**config.mk**
```make
export PLATFORM = sky130hd
export DESIGN_NAME = gpt_term
export DESIGN_NICKNAME = d
export VERILOG_FILES = /design/src/common/gpt_pkg.sv /design/src/hw/gpt_term.sv /design/src/hw/gpt_fifo2.sv
export VERILOG_INCLUDE_DIRS = /design/src /design/src/common
export SDC_FILE = /design/constraint.sdc
export NUM_CORES = 1
export LEC_CHECK = 0
export ABC_AREA = 1
export ABC_CLOCK_PERIOD_IN_PS = 2240
export BUFFER_PORTS_ARGS = -buffer_cell sky130_fd_sc_hd__buf_2
export CAP_MARGIN = 20
export CORE_MARGIN = 1.5
export CORE_UTILIZATION = 53
export CTS_CLUSTER_DIAMETER = 120
export DETAILED_ROUTE_END_ITERATION = 7
export PLACE_DENSITY = 0.84
export RECOVER_POWER = 100
export SLEW_MARGIN = 40
export SYNTH_ARGS = -nofsm -noshare
export SYNTH_HDL_FRONTEND = slang
export SYNTH_SLANG_ARGS = --single-unit
```
**constraint.sdc**
```tcl
create_clock -name clock -period 2.24 [get_ports clock]
set_clock_uncertainty 0.15 [all_clocks]
set_input_delay 0.224 -clock clock [delete_from_list [all_inputs] [get_ports clock]]
set_output_delay 0.224 -clock clock [all_outputs]
set_load 0.02 [all_outputs]
```
**src/common/gpt_defines.svh**
```systemverilog
`ifndef GPT_DEFINES_SVH
`define GPT_DEFINES_SVH

// register byte offsets on the wishbone port
`define GPT_ADR_CONFIG      8'h00
`define GPT_ADR_CONTROL     8'h04
`define GPT_ADR_CMD         8'h08
`define GPT_ADR_STATUS      8'h0c
`define GPT_ADR_TXDATA      8'h10
`define GPT_ADR_RXDATA      8'h14

// termination configuration word: low byte is the match character
`define GPT_CFG_CHAR_MSB    7
`define GPT_CFG_READ_STOP   10
`define GPT_CFG_WRITE_EOI   11
`define GPT_CFG_FULL_WIDTH  12
`define GPT_CFG_RESET       16'h0000

// control register
`define GPT_CTL_EOT         0
`define GPT_CTL_END_FLAG    1
`define GPT_CTL_IST         2
`define GPT_CTL_SPW_LSB     4
`define GPT_CTL_SPW_MSB     8
`define GPT_SPW_RESET       5'h0b
`define GPT_SPW_MAX         5'h11
`define GPT_END_FLAG_RESET  1'b1

// command register, write only
`define GPT_CMD_GO_STANDBY  0
`define GPT_CMD_SHADOW      1
`define GPT_CMD_TAKE_CTRL   2
`define GPT_CMD_START_READ  3

// status register
`define GPT_ST_END          0
`define GPT_ST_READ_DONE    1
`define GPT_ST_ACTIVE       2
`define GPT_ST_SHADOW       3
`define GPT_ST_READING      4

// transmit word layout
`define GPT_TX_LAST         8
`define GPT_TXW_EOI         8
`define GPT_TXW_CMD         9
`define GPT_TXW_WIDTH       10

`endif

```
**src/common/gpt_pkg.sv**
```systemverilog
package gpt_pkg;

  typedef enum logic [1:0] {
    GPT_ACTIVE  = 2'b01,
    GPT_STANDBY = 2'b10
  } gpt_ctl_t;

  typedef struct packed {
    logic        ack;
    logic [31:0] rdata;
    logic [15:0] cfg;
    logic        eot;
    logic        end_flag_en;
    logic        ist;
    logic [4:0]  spw;
    gpt_ctl_t    ctl;
    logic        shadow;
    logic        reading;
    logic        end_seen;
    logic        read_done;
    logic [7:0]  rx_last;
    logic        rx_last_eoi;
    logic        ppoll_resp;
  } gpt_state_t;

endpackage

```
**src/hw/gpt_term.sv**
```systemverilog
// Our own choices: the address map and register access over Wishbone.
`timescale 1ns/1ns
`default_nettype none
`include "gpt_defines.svh"

module gpt_term #(
  parameter int FIFO_DEPTH = 2
) (
  input  wire logic        clock,
  input  wire logic        nrst,
  input  wire logic        wb_cyc_i,
  input  wire logic        wb_stb_i,
  input  wire logic        wb_we_i,
  input  wire logic [7:0]  wb_adr_i,
  input  wire logic [3:0]  wb_sel_i,
  input  wire logic [31:0] wb_dat_i,
  output logic [31:0]      wb_dat_o,
  output logic             wb_ack_o,
  output logic             tx_valid,
  input  wire logic        tx_ready,
  output logic [7:0]       tx_data,
  output logic             tx_eoi,
  output logic             tx_cmd,
  input  wire logic        rx_valid,
  output logic             rx_ready,
  input  wire logic [7:0]  rx_data,
  input  wire logic        rx_eoi,
  input  wire logic        rx_atn,
  output logic             atn_o,
  output logic             atn_oe_n,
  output logic             hs_participate,
  input  wire logic        ppoll_req,
  output logic             ppoll_resp,
  output logic [4:0]       spoll_wait_code,
  output var gpt_pkg::gpt_ctl_t ctl_state
);
  import gpt_pkg::*;

  gpt_state_t                  s;
  gpt_state_t                  next_s;
  logic                        req;
  logic                        wr_commit;
  logic                        tx_push;
  logic                        tx_in_ready;
  logic [`GPT_TXW_WIDTH-1:0]   tx_word;
  logic [`GPT_TXW_WIDTH-1:0]   tx_head;
  logic [31:0]                 wmask;
  logic [31:0]                 cfg_w;
  logic [31:0]                 ctl_w;
  logic [31:0]                 wdat;
  logic                        rx_take;
  logic                        rx_hit;
  logic                        tx_hit;
  logic                        cfg_on;
  logic                        active;

  function automatic logic char_match(input logic [7:0] b, input logic [15:0] cfg);
    if (cfg[`GPT_CFG_FULL_WIDTH]) begin
      char_match = (b == cfg[`GPT_CFG_CHAR_MSB:0]);
    end else begin
      char_match = (b[6:0] == cfg[6:0]);
    end
  endfunction

  assign req       = wb_cyc_i && wb_stb_i;
  // writes commit on the edge at which the master sees ack
  assign wr_commit = req && wb_we_i && s.ack;
  assign wmask     = {{8{wb_sel_i[3]}}, {8{wb_sel_i[2]}}, {8{wb_sel_i[1]}}, {8{wb_sel_i[0]}}};
  assign wdat      = wb_dat_i & wmask;
  assign cfg_w     = ({16'h0000, s.cfg} & ~wmask) | wdat;
  assign ctl_w     = ({23'h0, s.spw, 1'b0, s.ist, s.end_flag_en, s.eot} & ~wmask) | wdat;
  assign active    = (s.ctl == GPT_ACTIVE);
  assign cfg_on    = (s.cfg != `GPT_CFG_RESET);
  assign rx_take   = rx_valid && rx_ready;
  // command bytes under ATN never take part in matching
  assign rx_hit    = rx_take && !rx_atn && cfg_on && char_match(rx_data, s.cfg);
  assign tx_hit    = !active && cfg_on && char_match(wdat[7:0], s.cfg);
  assign tx_push   = wr_commit && (wb_adr_i == `GPT_ADR_TXDATA);

  // the byte is sent as written; nothing is ever inserted after it
  always_comb begin
    tx_word = '0;
    tx_word[7:0] = wdat[7:0];
    tx_word[`GPT_TXW_CMD] = active;
    tx_word[`GPT_TXW_EOI] = !active
      && ((s.cfg[`GPT_CFG_WRITE_EOI] && tx_hit)
          || (s.eot && wdat[`GPT_TX_LAST]));
  end

  // two-entry buffer lets a stalled talker path hold off the bus master
  gpt_fifo2 #(
    .W     (`GPT_TXW_WIDTH),
    .DEPTH (FIFO_DEPTH)
  ) u_txbuf (
    .clock     (clock),
    .nrst      (nrst),
    .in_valid  (tx_push),
    .in_ready  (tx_in_ready),
    .in_data   (tx_word),
    .out_valid (tx_valid),
    .out_ready (tx_ready),
    .out_data  (tx_head)
  );

  assign tx_data         = tx_head[7:0];
  assign tx_eoi          = tx_head[`GPT_TXW_EOI];
  assign tx_cmd          = tx_head[`GPT_TXW_CMD];
  assign wb_dat_o        = s.rdata;
  assign wb_ack_o        = s.ack;
  assign rx_ready        = s.reading;
  assign atn_o           = 1'b0;
  assign atn_oe_n        = !active;
  assign hs_participate  = active || s.shadow;
  assign ppoll_resp      = s.ppoll_resp;
  assign spoll_wait_code = s.spw;
  assign ctl_state       = s.ctl;

  always_comb begin
    next_s = s;
    // a transmit write waits for buffer room before it is acknowledged
    next_s.ack = req && !s.ack
      && !(wb_we_i && (wb_adr_i == `GPT_ADR_TXDATA) && !tx_in_ready);
    if (req && !s.ack && !wb_we_i) begin
      unique case (wb_adr_i)
        `GPT_ADR_CONFIG:  next_s.rdata = {16'h0000, s.cfg};
        `GPT_ADR_CONTROL: next_s.rdata = {23'h0, s.spw, 1'b0, s.ist, s.end_flag_en, s.eot};
        `GPT_ADR_STATUS:  next_s.rdata = {27'h0, s.reading, s.shadow, active,
                                          s.read_done, s.end_seen};
        `GPT_ADR_RXDATA:  next_s.rdata = {23'h0, s.rx_last_eoi, s.rx_last};
        default:          next_s.rdata = 32'h0000_0000;
      endcase
    end
    if (wr_commit) begin
      unique case (wb_adr_i)
        `GPT_ADR_CONFIG: begin
          next_s.cfg = cfg_w[15:0];
        end
        `GPT_ADR_CONTROL: begin
          next_s.eot         = ctl_w[`GPT_CTL_EOT];
          next_s.end_flag_en = ctl_w[`GPT_CTL_END_FLAG];
          next_s.ist         = ctl_w[`GPT_CTL_IST];
          // out-of-range codes leave the previous setting in place
          if (ctl_w[`GPT_CTL_SPW_MSB:`GPT_CTL_SPW_LSB] <= `GPT_SPW_MAX) begin
            next_s.spw = ctl_w[`GPT_CTL_SPW_MSB:`GPT_CTL_SPW_LSB];
          end
        end
        `GPT_ADR_CMD: begin
          if (wdat[`GPT_CMD_TAKE_CTRL]) begin
            next_s.ctl = GPT_ACTIVE;
          end else if (wdat[`GPT_CMD_GO_STANDBY]) begin
            next_s.ctl    = GPT_STANDBY;
            next_s.shadow = wdat[`GPT_CMD_SHADOW];
          end
          if (wdat[`GPT_CMD_START_READ]) begin
            next_s.reading   = 1'b1;
            next_s.read_done = 1'b0;
          end
        end
        `GPT_ADR_STATUS: begin
          if (wdat[`GPT_ST_END]) begin
            next_s.end_seen = 1'b0;
          end
          if (wdat[`GPT_ST_READ_DONE]) begin
            next_s.read_done = 1'b0;
          end
        end
        default: begin
        end
      endcase
    end
    // bus events below override a clear in the same cycle
    if (rx_take && !rx_atn) begin
      next_s.rx_last     = rx_data;
      next_s.rx_last_eoi = rx_eoi;
      if (rx_eoi || (s.cfg[`GPT_CFG_READ_STOP] && rx_hit)) begin
        next_s.reading   = 1'b0;
        next_s.read_done = 1'b1;
      end
      if (rx_eoi || (s.end_flag_en && s.cfg[`GPT_CFG_READ_STOP] && rx_hit)) begin
        next_s.end_seen = 1'b1;
      end
    end
    next_s.ppoll_resp = ppoll_req && s.ist;
  end

  always_ff @(posedge clock or negedge nrst) begin
    if (!nrst) begin
      s             <= '0;
      s.cfg         <= `GPT_CFG_RESET;
      s.end_flag_en <= `GPT_END_FLAG_RESET;
      s.spw         <= `GPT_SPW_RESET;
      s.ctl         <= GPT_STANDBY;
    end else begin
      s <= next_s;
    end
  end
endmodule

`default_nettype wire

```
**src/hw/gpt_fifo2.sv**
```systemverilog
`timescale 1ns/1ns
`default_nettype none

module gpt_fifo2 #(
  parameter int W     = 10,
  parameter int DEPTH = 2
) (
  input  wire logic         clock,
  input  wire logic         nrst,
  input  wire logic         in_valid,
  output logic              in_ready,
  input  wire logic [W-1:0] in_data,
  output logic              out_valid,
  input  wire logic         out_ready,
  output logic [W-1:0]      out_data
);
  localparam int AW = (DEPTH > 1) ? $clog2(DEPTH) : 1;
  localparam int CW = $clog2(DEPTH + 1);

  typedef struct packed {
    logic [DEPTH-1:0][W-1:0] mem;
    logic [AW-1:0]           wptr;
    logic [AW-1:0]           rptr;
    logic [CW-1:0]           count;
  } gpt_fifo_state_t;

  gpt_fifo_state_t s;
  gpt_fifo_state_t next_s;
  logic            push;
  logic            pop;

  assign in_ready  = (s.count != CW'(DEPTH));
  assign out_valid = (s.count != '0);
  assign out_data  = s.mem[s.rptr];
  assign push      = in_valid && in_ready;
  assign pop       = out_valid && out_ready;

  always_comb begin
    next_s = s;
    for (int i = 0; i < DEPTH; i++) begin
      if (push && (s.wptr == AW'(i))) begin
        next_s.mem[i] = in_data;
      end
    end
    if (push) begin
      next_s.wptr = (s.wptr == AW'(DEPTH - 1)) ? '0 : AW'(s.wptr + 1'b1);
    end
    if (pop) begin
      next_s.rptr = (s.rptr == AW'(DEPTH - 1)) ? '0 : AW'(s.rptr + 1'b1);
    end
    if (push && !pop) begin
      next_s.count = CW'(s.count + 1'b1);
    end else if (pop && !push) begin
      next_s.count = CW'(s.count - 1'b1);
    end
  end

  always_ff @(posedge clock or negedge nrst) begin
    if (!nrst) begin
      s <= '0;
    end else begin
      s <= next_s;
    end
  end

endmodule

`default_nettype wire

```
==> results of run 1 <==
routing by layer:
layer / track usage [%] / vias to the layer above
li1: - / 1955
met1: 33.0 / 1899
met2: 41.5 / 179
met3: 4.35 / 32
met4: 10.7 / 0
met5: 0 / -
cell type report:
cell class                      count  share of cell area, %
Sequential cell                    81                   40.3
Multi-Input combinational cell    423                   37.2
Timing Repair Buffer              106                   11.7
Inverter                           54                   4.04
Clock buffer                       12                   2.88
Tap cell                          105                   2.60
Clock inverter                      3                   1.29
worst max-delay path, cell delays in order:
cell,delay (ns)
dlygate4sd3_1,0.51
buf_2,0.14
nand4_4,0.19
nor2_2,0.22
nand2_1,0.10
inv_1,0.07
ha_1,0.25
a21oi_1,0.11
o21ai_0,0.11
xor2_1,0.16
cell usage in the layout (no fill, tap or decap), types with 3 or more instances in the layout:
cell type and count:
a21boi_0 3, clkbuf_1 45, nor2_4 3, inv_1 51, nor2_2 3, nand2_1 239, nor2_1 35, dfrtp_1 76
a21oi_1 7, dfstp_2 5, nand3_1 38, xor2_1 3, dlygate4sd3_1 19, buf_2 40, clkbuf_8 10, o21ai_0 54
conb_1 17
cell usage after synthesis (2+ instances only):
master,n
o21ai_1,21
or2_2,2
dfrtp_1,76
o21ai_0,35
inv_1,51
o31ai_1,2
nand2_2,2
buf_2,6
a21oi_1,7
a21boi_0,3
nor2_1,35
nor2_4,3
a31oi_1,2
nand3_1,37
clkbuf_1,4
nand2_1,237
buf_4,42
nor2_2,3
nand2_4,3
dfstp_2,5
xor2_1,3
nor3_1,2
cells by family after synthesis:
kind of cell    after synthesis  synth area share, %
flops                        81                 45.8
other cells                   1               0.0844
compound gates               71                 8.39
simple gates                330                 31.7
fa+ha+maj                     1                0.282
xor+xnor                      4                0.789
buf+inv                     107                 13.0
stage by stage:
stage	total power, mW	setup WS (ns)
6_report	3.08	0.250
4_1_cts	3.09	0.246
5_1_grt	3.19	0.144
3_5_place_dp	1.93	0.301
2_1_floorplan	1.80	0.361
3_3_place_gp	1.92	0.358
power groups by stage:
| stage | Combinational (mW) | Sequential (mW) | Clock, mW |
|---|---|---|---|
| after floorplan | 0.256 | 1.54 | 0 |
| after global placement | 0.376 | 1.54 | 0 |
| after detailed placement | 0.384 | 1.54 | 0 |
| after CTS | 0.411 | 1.52 | 1.16 |
| after global routing | 0.444 | 1.52 | 1.23 |
| final | 0.407 | 1.52 | 1.16 |
timing repair:
| item | CTS | global route |
|---|---|---|
| hold buffers | 19 | 0 |
| hold endpoints to repair | 55 | 0 |
| setup buffers | 0 | 0 |
how the worst min path moves through the flow:
| stage | to | slack (ns) | depth (start not counted) |
|---|---|---|---|
| 5_1_grt | register | 0.005 | 3 |
| 3_5_place_dp | wb_dat_o[7] | 0.09 | 1 |
| 6_report | register | 0.008 | 3 |
| 4_1_cts | register | 0.0005 | 3 |
| 3_3_place_gp | wb_dat_o[7] | 0.08 | 1 |
| 2_1_floorplan | asynchronous set/reset pin | -0.22 | 0 |
==> results.py, run 1 <==
metrics = {
    "synthesis": {
        "yosysTopAreaCellShare_pct": 42.8,
        "synth_flop_cell": "dfrtp_1",
        "synth_seq_cells": 81,
        "synthArstFlopShare_pct": 100,
        "postSynthCellCount": 595,
        "synth_edf_count": 0,
        "syn_area_per_cell_sq_um": 7.47,
        "seq_area_frac_synth_pct": 45.8,
        "synthTopCellsByArea": "dfrtp_1 43%, nand2_1 20%, buf_4 7.1%, inv_1 4.3%, nand3_1 4.2%",
        "synth_area_leader_cell": "dfrtp_1",
        "yosysWarnings": 0,
        "syn_area_sq_um": 4440,
        "synth_cell_types": 36,
    },
    "layout": {
        "synthToLayoutAreaGrowth_pct": 13.6,
        "final_nets": 738,
        "layout-drive-gt1-share_pct": 11.5,
        "fin_cells": 784,
        "multi_input_area_sq_um": 1880,
        "num_antenna_cells": 0,
        "utilization_pct": 61.7,
        "seq_area_sq_um": 2030,
        "fin_area_sq_um": 5050,
        "nFillCells": 752,
    },
    "pwr": {
        "p_int_mw": 2.28,
        "p_sw_uw": 805,
        "p_clk_share_pct": 37.5,
        "cellPowerDensity_nw_per_um2": 610,
        "swShare_pct": 26.1,
        "combinationalPowerShare_pct": 13.2,
        "leakage_nw": 2.72,
        "seqPwrFrac_pct": 49.3,
        "peakVddDrop_uv": 414,
    },
    "placement": {
        "dp_cells": 750,
        "portBuffers": 82,
        "dp_hpwl_mm": 7.77,
        "dpl_cell_area_sq_um": 4730,
        "place_congestion": 0.904,
    },
    "clock_tree": {
        "cts_tree": "done",
        "htreeDepth": 3,
        "cts_buffers": 9,
        "clkLatencyLatePin_ns": 0.36,
        "cts_root_buf": "clkbuf_8",
        "clkSinkCount": 81,
        "clockBufferDepth": 2,
        "ctsResizeCount": 0,
        "clk_pin_slew_ns": 0.08,
    },
    "setup_path": {
        "worstPathMaxFanout": 6,
        "r2r_cells": 8,
        "rrSetupSlack_ns": 0.35,
        "r2r-start": "wb_ack_o",
        "critPathKind": "in -> reg",
        "required_ns": 2.32,
        "critical_path.startpoint": "wb_we_i",
        "startpoint_type": "input port",
        "cp.arrival_ns": 2.07,
        "endpoint_kind": "register",
        "r2r-end": "u_txbuf.s[1]",
        "crit_path_end": "u_txbuf.s[1]",
    },
    "timing": {
        "fmax_mhz": 503,
        "tightest_slew_ns": 1.04,
        "final_hold_viol_count": 0,
        "grt_setup_unrepaired": "false",
        "whs_ns": 0.00784,
        "post-route-min-period_ns": 1.99,
        "setup_viol": 0,
        "finalSetupTns_ns": 0,
        "slew_headroom_pct": 30.8,
        "finalMaxSlewViolations": 0,
        "timing.final.crit_share_pct": 88.8,
    },
    "detailed_routing": {
        "postRouteAntennaNets": 0,
        "via_per_inst": 5.18,
        "dr_wl_met3_um": 750,
        "num_vias": 4065,
        "drc": 0,
        "drt-pass1-iter-count": 5,
        "met2_length_mm": 5.27,
        "post_drt_wl_per_cell_um": 13.9,
        "highest-signal-layer": "met4",
        "wl_met1_mm": 4.56,
        "wl_mm": 10.9,
        "drt_iter0_drc": 494,
    },
    "die": {
        "fp.dieW_um": 94.6,
        "fp-row-count": 33,
        "core_area_sq_um": 8180,
        "die-area_sq_um": 8940,
        "start_util_pct": 54.3,
        "boundaryPins": 118,
        "die_height_um": 94.6,
    },
    "job": {
        "max-cap-violations": 0,
    },
    "outcome": {
        "status": "completed",
    },
    "grt": {
        "grt_max_degree": 42,
        "grt_pass1_vias": 3685,
        "antenna_found_initial": 0,
        "grt.overflow.total": 0,
        "grt_pass1_wl_mm": 17.2,
        "gr-usage-all-layers_pct": 25.3,
    },
    "min_path": {
        "hp-start": "wb_dat_i[8]",
        "hold_class": "in -> reg",
    },
}
Power figures use the tool's default switching activity.
==> run 2, diff against run 1 <==
--- a/config.mk
+++ b/config.mk
@@ -7,13 +7,14 @@
 export NUM_CORES = 1
 export LEC_CHECK = 0
 export ABC_AREA = 1
-export ABC_CLOCK_PERIOD_IN_PS = 2240
+export ABC_CLOCK_PERIOD_IN_PS = 2200
 export BUFFER_PORTS_ARGS = -buffer_cell sky130_fd_sc_hd__buf_2
 export CAP_MARGIN = 20
 export CORE_MARGIN = 1.5
 export CORE_UTILIZATION = 53
 export CTS_CLUSTER_DIAMETER = 120
 export DETAILED_ROUTE_END_ITERATION = 7
+export HOLD_SLACK_MARGIN = 0.06
 export PLACE_DENSITY = 0.84
 export RECOVER_POWER = 100
 export SLEW_MARGIN = 40
==> constraint.sdc (replaced) <==
create_clock -name clock -period 2.2 [get_ports clock]
set_clock_uncertainty 0.15 [all_clocks]
set_input_delay 0.11 -clock clock [delete_from_list [all_inputs] [get_ports clock]]
set_output_delay 0.11 -clock clock [all_outputs]
set_load 0.02 [all_outputs]
==> run 2 against run 1 <==
Compared with the run above:
- design area increased by 5.7%
- power decreased by 3.0%
- hold slack better by 0.079 ns
- sequential power about the same
- utilization is 3.5 points higher
- cell count rose by 4.3%
- routed wire length is 8.6% higher
- die area is the same
- sequential share of layout area down 2.2 points
- sequential cell count did not move
- via count rose by 5.9%
- clock power down 14%
- largest cell class unchanged
- largest power group unchanged
==> results.py, run 2 (synthesized netlist as in run 1, its figures left out) <==
metrics = {
    "detailed_routing": {
        "wl_mm": 11.8,
        "drt-pass1-iter-count": 5,
        "num_vias": 4303,
        "via_per_inst": 5.26,
        "postRouteAntennaNets": 0,
        "post_drt_wl_per_cell_um": 14.4,
        "drt_iter0_drc": 421,
        "drc": 0,
    },
    "timing": {
        "finalWorstSetupSlack_ns": 0.0948,
        "final_hold_viol_count": 0,
        "finalSetupTns_ns": 0,
        "post-route-min-period_ns": 2.11,
        "tightest_slew_ns": 0.926,
        "whs_ns": 0.0870,
        "slew_headroom_pct": 38.2,
        "fmax_mhz": 475,
        "grt_setup_unrepaired": "false",
        "timing.final.crit_share_pct": 95.7,
        "setup_viol": 0,
        "finalMaxSlewViolations": 0,
    },
    "grt": {
        "grt_pass1_wl_mm": 18.6,
        "grt.overflow.total": 0,
        "grt_pass1_vias": 4036,
        "grt_max_degree": 47,
        "antenna_found_initial": 0,
        "gr-usage-all-layers_pct": 27.1,
    },
    "pwr": {
        "p_int_mw": 2.11,
        "cellPowerDensity_nw_per_um2": 560,
        "leakage_nw": 2.80,
        "seqPwrFrac_pct": 51.7,
        "p_sw_uw": 875,
        "peakVddDrop_uv": 320,
        "swShare_pct": 29.3,
        "combinationalPowerShare_pct": 14.8,
        "p_clk_share_pct": 33.5,
    },
    "setup_path": {
        "critPathKind": "in -> reg",
        "r2r_cells": 5,
        "cp.arrival_ns": 2.26,
        "required_ns": 2.36,
        "endpoint_kind": "register",
        "rrSetupSlack_ns": 0.21,
        "r2r-end": "s[2]",
        "worstPathMaxFanout": 8,
        "startpoint_type": "input port",
        "r2r-start": "rx_ready",
    },
    "clock_tree": {
        "clkSinkCount": 81,
        "cts_tree": "done",
        "clkLatencyLatePin_ns": 0.36,
        "clk_pin_slew_ns": 0.08,
        "clockBufferDepth": 2,
        "cts_buffers": 9,
        "htreeDepth": 3,
        "cts_root_buf": "clkbuf_8",
    },
    "min_path": {
        "hp-start": "wb_adr_i[0]",
        "hold_class": "in -> reg",
        "hold_end": "ctl_state[1]",
        "whs_path_depth": 6,
    },
    "job": {
        "max-cap-violations": 0,
    },
    "placement": {
        "portBuffers": 82,
        "place_congestion": 0.894,
        "pre_cts_ws_ns": 0.335,
        "dp_cells": 750,
        "dp_hpwl_mm": 7.93,
    },
    "layout": {
        "layout-drive-gt1-share_pct": 12.2,
        "most-common-layout-cells": "238 x nand2_1, 76 x dfrtp_1, 51 x inv_1",
        "final_common_cell": "nand2_1",
        "num_antenna_cells": 0,
        "synthToLayoutAreaGrowth_pct": 20.1,
        "final_nets": 771,
        "fin_cells": 818,
    },
    "die": {
        "fp.dieW_um": 94.6,
        "die-area_sq_um": 8940,
        "fp-row-count": 33,
        "core_area_sq_um": 8180,
        "die_height_um": 94.6,
        "start_util_pct": 54.3,
        "boundaryPins": 118,
    },
    "outcome": {
        "status": "completed",
    },
}
-- run 2: cell count changes in the layout (fill, tap and decap cells not counted), sizes merged --
cell and delta:
buf +1, nor2 +1, bufinv -2, clkinvlp +2, clkinv +3, dlygate4sd3 +29
-- run 2: cell type report --
cell class / instances / area [sq um]
multi-input combinational: 424 / 1900
tap: 105 / 131
clock inverter: 6 / 43.8
inverter: 54 / 204
timing repair buffer: 138 / 887
sequential: 81 / 2030
clock buffer: 10 / 138
fill: 709 / 2840
-- run 2: routing by layer --
metal | GRT usage, % | share of wire, % | vias up
li1 | - | - | 2031
met1 | 36.1 | 41 | 1991
met2 | 44.0 | 48 | 240
met3 | 3.95 | 7.8 | 41
met4 | 12.2 | 3.2 | 0
met5 | 0 | 0 | -
-- run 2: timing repair --
action,in CTS,in global routing
setup endpoints to repair,0,10
gates resized for setup,0,0
endpoints found under the hold margin,132,0
hold buffers,48,0
setup buffers,0,3
-- run 2: how the worst max path moves through the flow --
stage | from | to | slack [ns]
finish | wb_adr_i[2] | register | 0.09
global route | wb_adr_i[2] | register | 0.05
CTS | wb_adr_i[4] | register | 0.08
detailed placement | wb_ack_o | u_txbuf.s[1] | 0.34
global placement | wb_ack_o | u_txbuf.s[1] | 0.41
floorplan | wb_ack_o | u_txbuf.s[1] | 0.32
-- run 2: power by group through the flow --
| stage | clock [mW] | sequential [mW] | combinational (mW) |
|---|---|---|---|
| 2_1_floorplan | 0 | 1.57 | 0.261 |
| 3_3_place_gp | 0 | 1.57 | 0.384 |
| 3_5_place_dp | 0 | 1.57 | 0.396 |
| 4_1_cts | 1.01 | 1.54 | 0.446 |
| 5_1_grt | 1.07 | 1.55 | 0.492 |
| 6_report | 1.00 | 1.55 | 0.442 |
-- run 2: critical path, stage by stage --
cell and delay, ns:
dlygate4sd3_1 0.53, buf_2 0.13, inv_1 0.17, nand2_4 0.09
clkinvlp_2 0.12, nand2_4 0.11, nor2_4 0.26, nand3_1 0.10
dlygate4sd3_1 0.58, nand2_1 0.07
-- run 2: through the flow --
stage / total power, mW / utilization, % / cell area, sq um
2_1_floorplan: 1.83 / - / 4500
3_3_place_gp: 1.95 / 57.8 / 4730
3_5_place_dp: 1.97 / 57.8 / 4730
4_1_cts: 3.00 / 65.9 / 5390
5_1_grt: 3.11 / 65.3 / 5340
6_report: 2.99 / 65.3 / 5340
==> run 3, diff against run 2 <==
--- a/config.mk
+++ b/config.mk
@@ -7,13 +7,14 @@
 export NUM_CORES = 1
 export LEC_CHECK = 0
 export ABC_AREA = 1
-export ABC_CLOCK_PERIOD_IN_PS = 2200
+export ABC_CLOCK_PERIOD_IN_PS = 2320
 export BUFFER_PORTS_ARGS = -buffer_cell sky130_fd_sc_hd__buf_2
 export CAP_MARGIN = 20
 export CORE_MARGIN = 1.5
 export CORE_UTILIZATION = 53
 export CTS_CLUSTER_DIAMETER = 120
 export DETAILED_ROUTE_END_ITERATION = 7
+export GPL_TIMING_DRIVEN = 0
 export HOLD_SLACK_MARGIN = 0.06
 export PLACE_DENSITY = 0.84
 export RECOVER_POWER = 100
==> constraint.sdc (replaced) <==
create_clock -name clock -period 2.32 [get_ports clock]
set_clock_uncertainty 0.15 [all_clocks]
set_input_delay 0.116 -clock clock [delete_from_list [all_inputs] [get_ports clock]]
set_output_delay 0.116 -clock clock [all_outputs]
set_load 0.02 [all_outputs]
==> run 3 against run 2 <==
Compared with the run above:
- sequential cell count unchanged
- clock power increased by 11%
- utilization rose by 2.4 points
- global-route usage grew 0.40 points
- sequential power decreased by 6%
- non-clock buffer count grew 36
- cell count grew 4.3%
- clock-buffer cell count is 3 higher
- combinational power fell by 0.9%
- via count up 1.5%
- register-to-register slack improved by 0.11 ns
- largest power group unchanged
==> results.py, run 3 (synthesized netlist as in run 1, its figures left out) <==
metrics = {
    "outcome": {
        "status": "completed",
    },
    "pwr": {
        "swShare_pct": 26.6,
        "leakage_nw": 3.00,
        "p_int_mw": 2.21,
        "seqPwrFrac_pct": 48.6,
        "combinationalPowerShare_pct": 14.6,
        "p_clk_share_pct": 36.8,
        "p_sw_uw": 802,
        "peakVddDrop_uv": 462,
        "cellPowerDensity_nw_per_um2": 545,
    },
    "clock_tree": {
        "htreeDepth": 3,
        "clkLatencyLatePin_ns": 0.35,
        "cts_root_buf": "clkbuf_8",
        "cts_buffers": 9,
        "clockBufferDepth": 2,
        "ctsResizeCount": 0,
        "cts_tree": "done",
        "clkSinkCount": 81,
        "clk_pin_slew_ns": 0.08,
    },
    "detailed_routing": {
        "drt_iter0_drc": 429,
        "wl_mm": 11.7,
        "post_drt_wl_per_cell_um": 13.7,
        "via_per_inst": 5.12,
        "num_vias": 4368,
        "postRouteAntennaNets": 0,
        "drt-pass1-iter-count": 5,
        "drc": 0,
    },
    "min_path": {
        "hp-start": "wb_adr_i[4]",
        "hold_class": "in -> reg",
        "hold_end": "s[10]",
        "whs_path_depth": 5,
    },
    "timing": {
        "post-route-min-period_ns": 2.07,
        "final_hold_viol_count": 0,
        "timing.final.crit_share_pct": 89.2,
        "grt_setup_unrepaired": "false",
        "finalSetupTns_ns": 0,
        "setup_viol": 0,
        "finalMaxSlewViolations": 0,
        "slew_headroom_pct": 10.3,
        "fmax_mhz": 483,
        "tightest_slew_ns": 1.34,
    },
    "setup_path": {
        "r2r-end": "u_txbuf.s[15]",
        "rrSetupSlack_ns": 0.32,
        "worstPathMaxFanout": 10,
        "endpoint_kind": "register",
        "critPathKind": "in -> reg",
        "r2r-start": "wb_ack_o",
        "r2r_cells": 5,
        "startpoint_type": "input port",
        "required_ns": 2.44,
        "cp.arrival_ns": 2.19,
    },
    "layout": {
        "seq_area_sq_um": 2030,
        "utilization_pct": 67.6,
        "final_nets": 806,
        "final_common_cell": "nand2_1",
        "most-common-layout-cells": "241 x nand2_1, 76 x dfrtp_1, 52 x clkbuf_1",
        "multi_input_area_sq_um": 1840,
        "layout-drive-gt1-share_pct": 15.1,
        "synthToLayoutAreaGrowth_pct": 24.4,
        "num_antenna_cells": 0,
        "nFillCells": 709,
    },
    "die": {
        "boundaryPins": 118,
        "die_height_um": 94.6,
        "die-area_sq_um": 8940,
        "core_area_sq_um": 8180,
        "fp-row-count": 33,
        "fp.dieW_um": 94.6,
        "start_util_pct": 54.3,
    },
    "grt": {
        "grt_max_degree": 55,
        "grt_pass1_wl_mm": 18.9,
        "antenna_found_initial": 0,
        "grt.overflow.total": 0,
        "gr-usage-all-layers_pct": 27.5,
        "grt_pass1_vias": 4091,
    },
    "placement": {
        "dp_hpwl_mm": 8.34,
        "portBuffers": 81,
        "place_congestion": 0.926,
    },
    "job": {
        "max-cap-violations": 0,
    },
}
==> run 3: cell count changes in the layout (fill, tap and decap cells not counted), moves of 3 or more <==
cell | previous run | this run
clkinv_4 | 3 | 0
buf_4 | 3 | 42
nand2_1 | 238 | 241
clkbuf_1 | 43 | 52
dfstp_1 | 0 | 3
dlygate4sd3_1 | 48 | 38
dfstp_2 | 5 | 2
buf_2 | 40 | 44
==> run 3: how the worst max path moves through the flow <==
stage,start,endpoint,slack [ns],cells after the start
floorplan,wb_ack_o,u_txbuf.s[1],0.44,8
global placement,nrst,u_txbuf.s[0],0.44,1
detailed placement,wb_ack_o,u_txbuf.s[1],0.42,8
CTS,wb_adr_i[3],u_txbuf.s[1],0.37,11
global route,wb_adr_i[3],u_txbuf.s[15],0.12,8
finish,wb_adr_i[3],u_txbuf.s[15],0.25,8
==> run 3: what timing repair did <==
action                                 4_1_cts  5_1_grt
endpoints found under the hold margin      128        0
setup buffers                                0        0
hold buffers                                39        0
==> run 3: cell type report <==
cell class,instances,area share [%]
plain buffers,53,6.63
clock buffers,13,2.51
clock inverters,3,1.22
inverters,54,3.69
multi-input cells,423,33.3
flip-flops and latches,81,36.8
well taps,105,2.38
repair buffers,121,13.5
==> run 3: critical path, stage by stage <==
cell           delay [ns]
dlygate4sd3_1        0.54
clkbuf_1             0.13
nor2_2               0.13
nand2_1              0.06
nor2_1               0.26
nand3_1              0.40
clkbuf_1             0.33
o21ai_0              0.23
==> run 3: power groups by stage <==
stage                     clock network (mW)  logic [mW]  registers (mW)
after global routing                    1.17       0.486            1.47
final                                   1.11       0.438            1.46
after global placement                     0       0.381            1.49
after detailed placement                   0       0.403            1.49
after CTS                               1.12       0.453            1.46
after floorplan                            0       0.247            1.49
==> run 3: routing by layer <==
metal | global-route usage (%) | part of all wire, % | vias up
met2 | 45.4 | 49 | 190
met4 | 11.1 | 2.9 | 0
met3 | 3.78 | 6.5 | 38
met1 | 36.6 | 42 | 2042
li1 | - | - | 2098
met5 | 0 | 0 | -
==> run 3: per-stage QoR <==
stage	worst slack (ns)	power (mW)	area, sq um	instances	hold slack, ns
finish	0.252	3.01	5530	853	0.0643
global route	0.115	3.12	5530	853	0.113
CTS	0.372	3.03	5670	853	0.0637
detailed placement	0.420	1.89	5070	798	-0.143
global placement	0.438	1.87	5040	797	0.162
floorplan	0.441	1.74	4500	611	-0.330
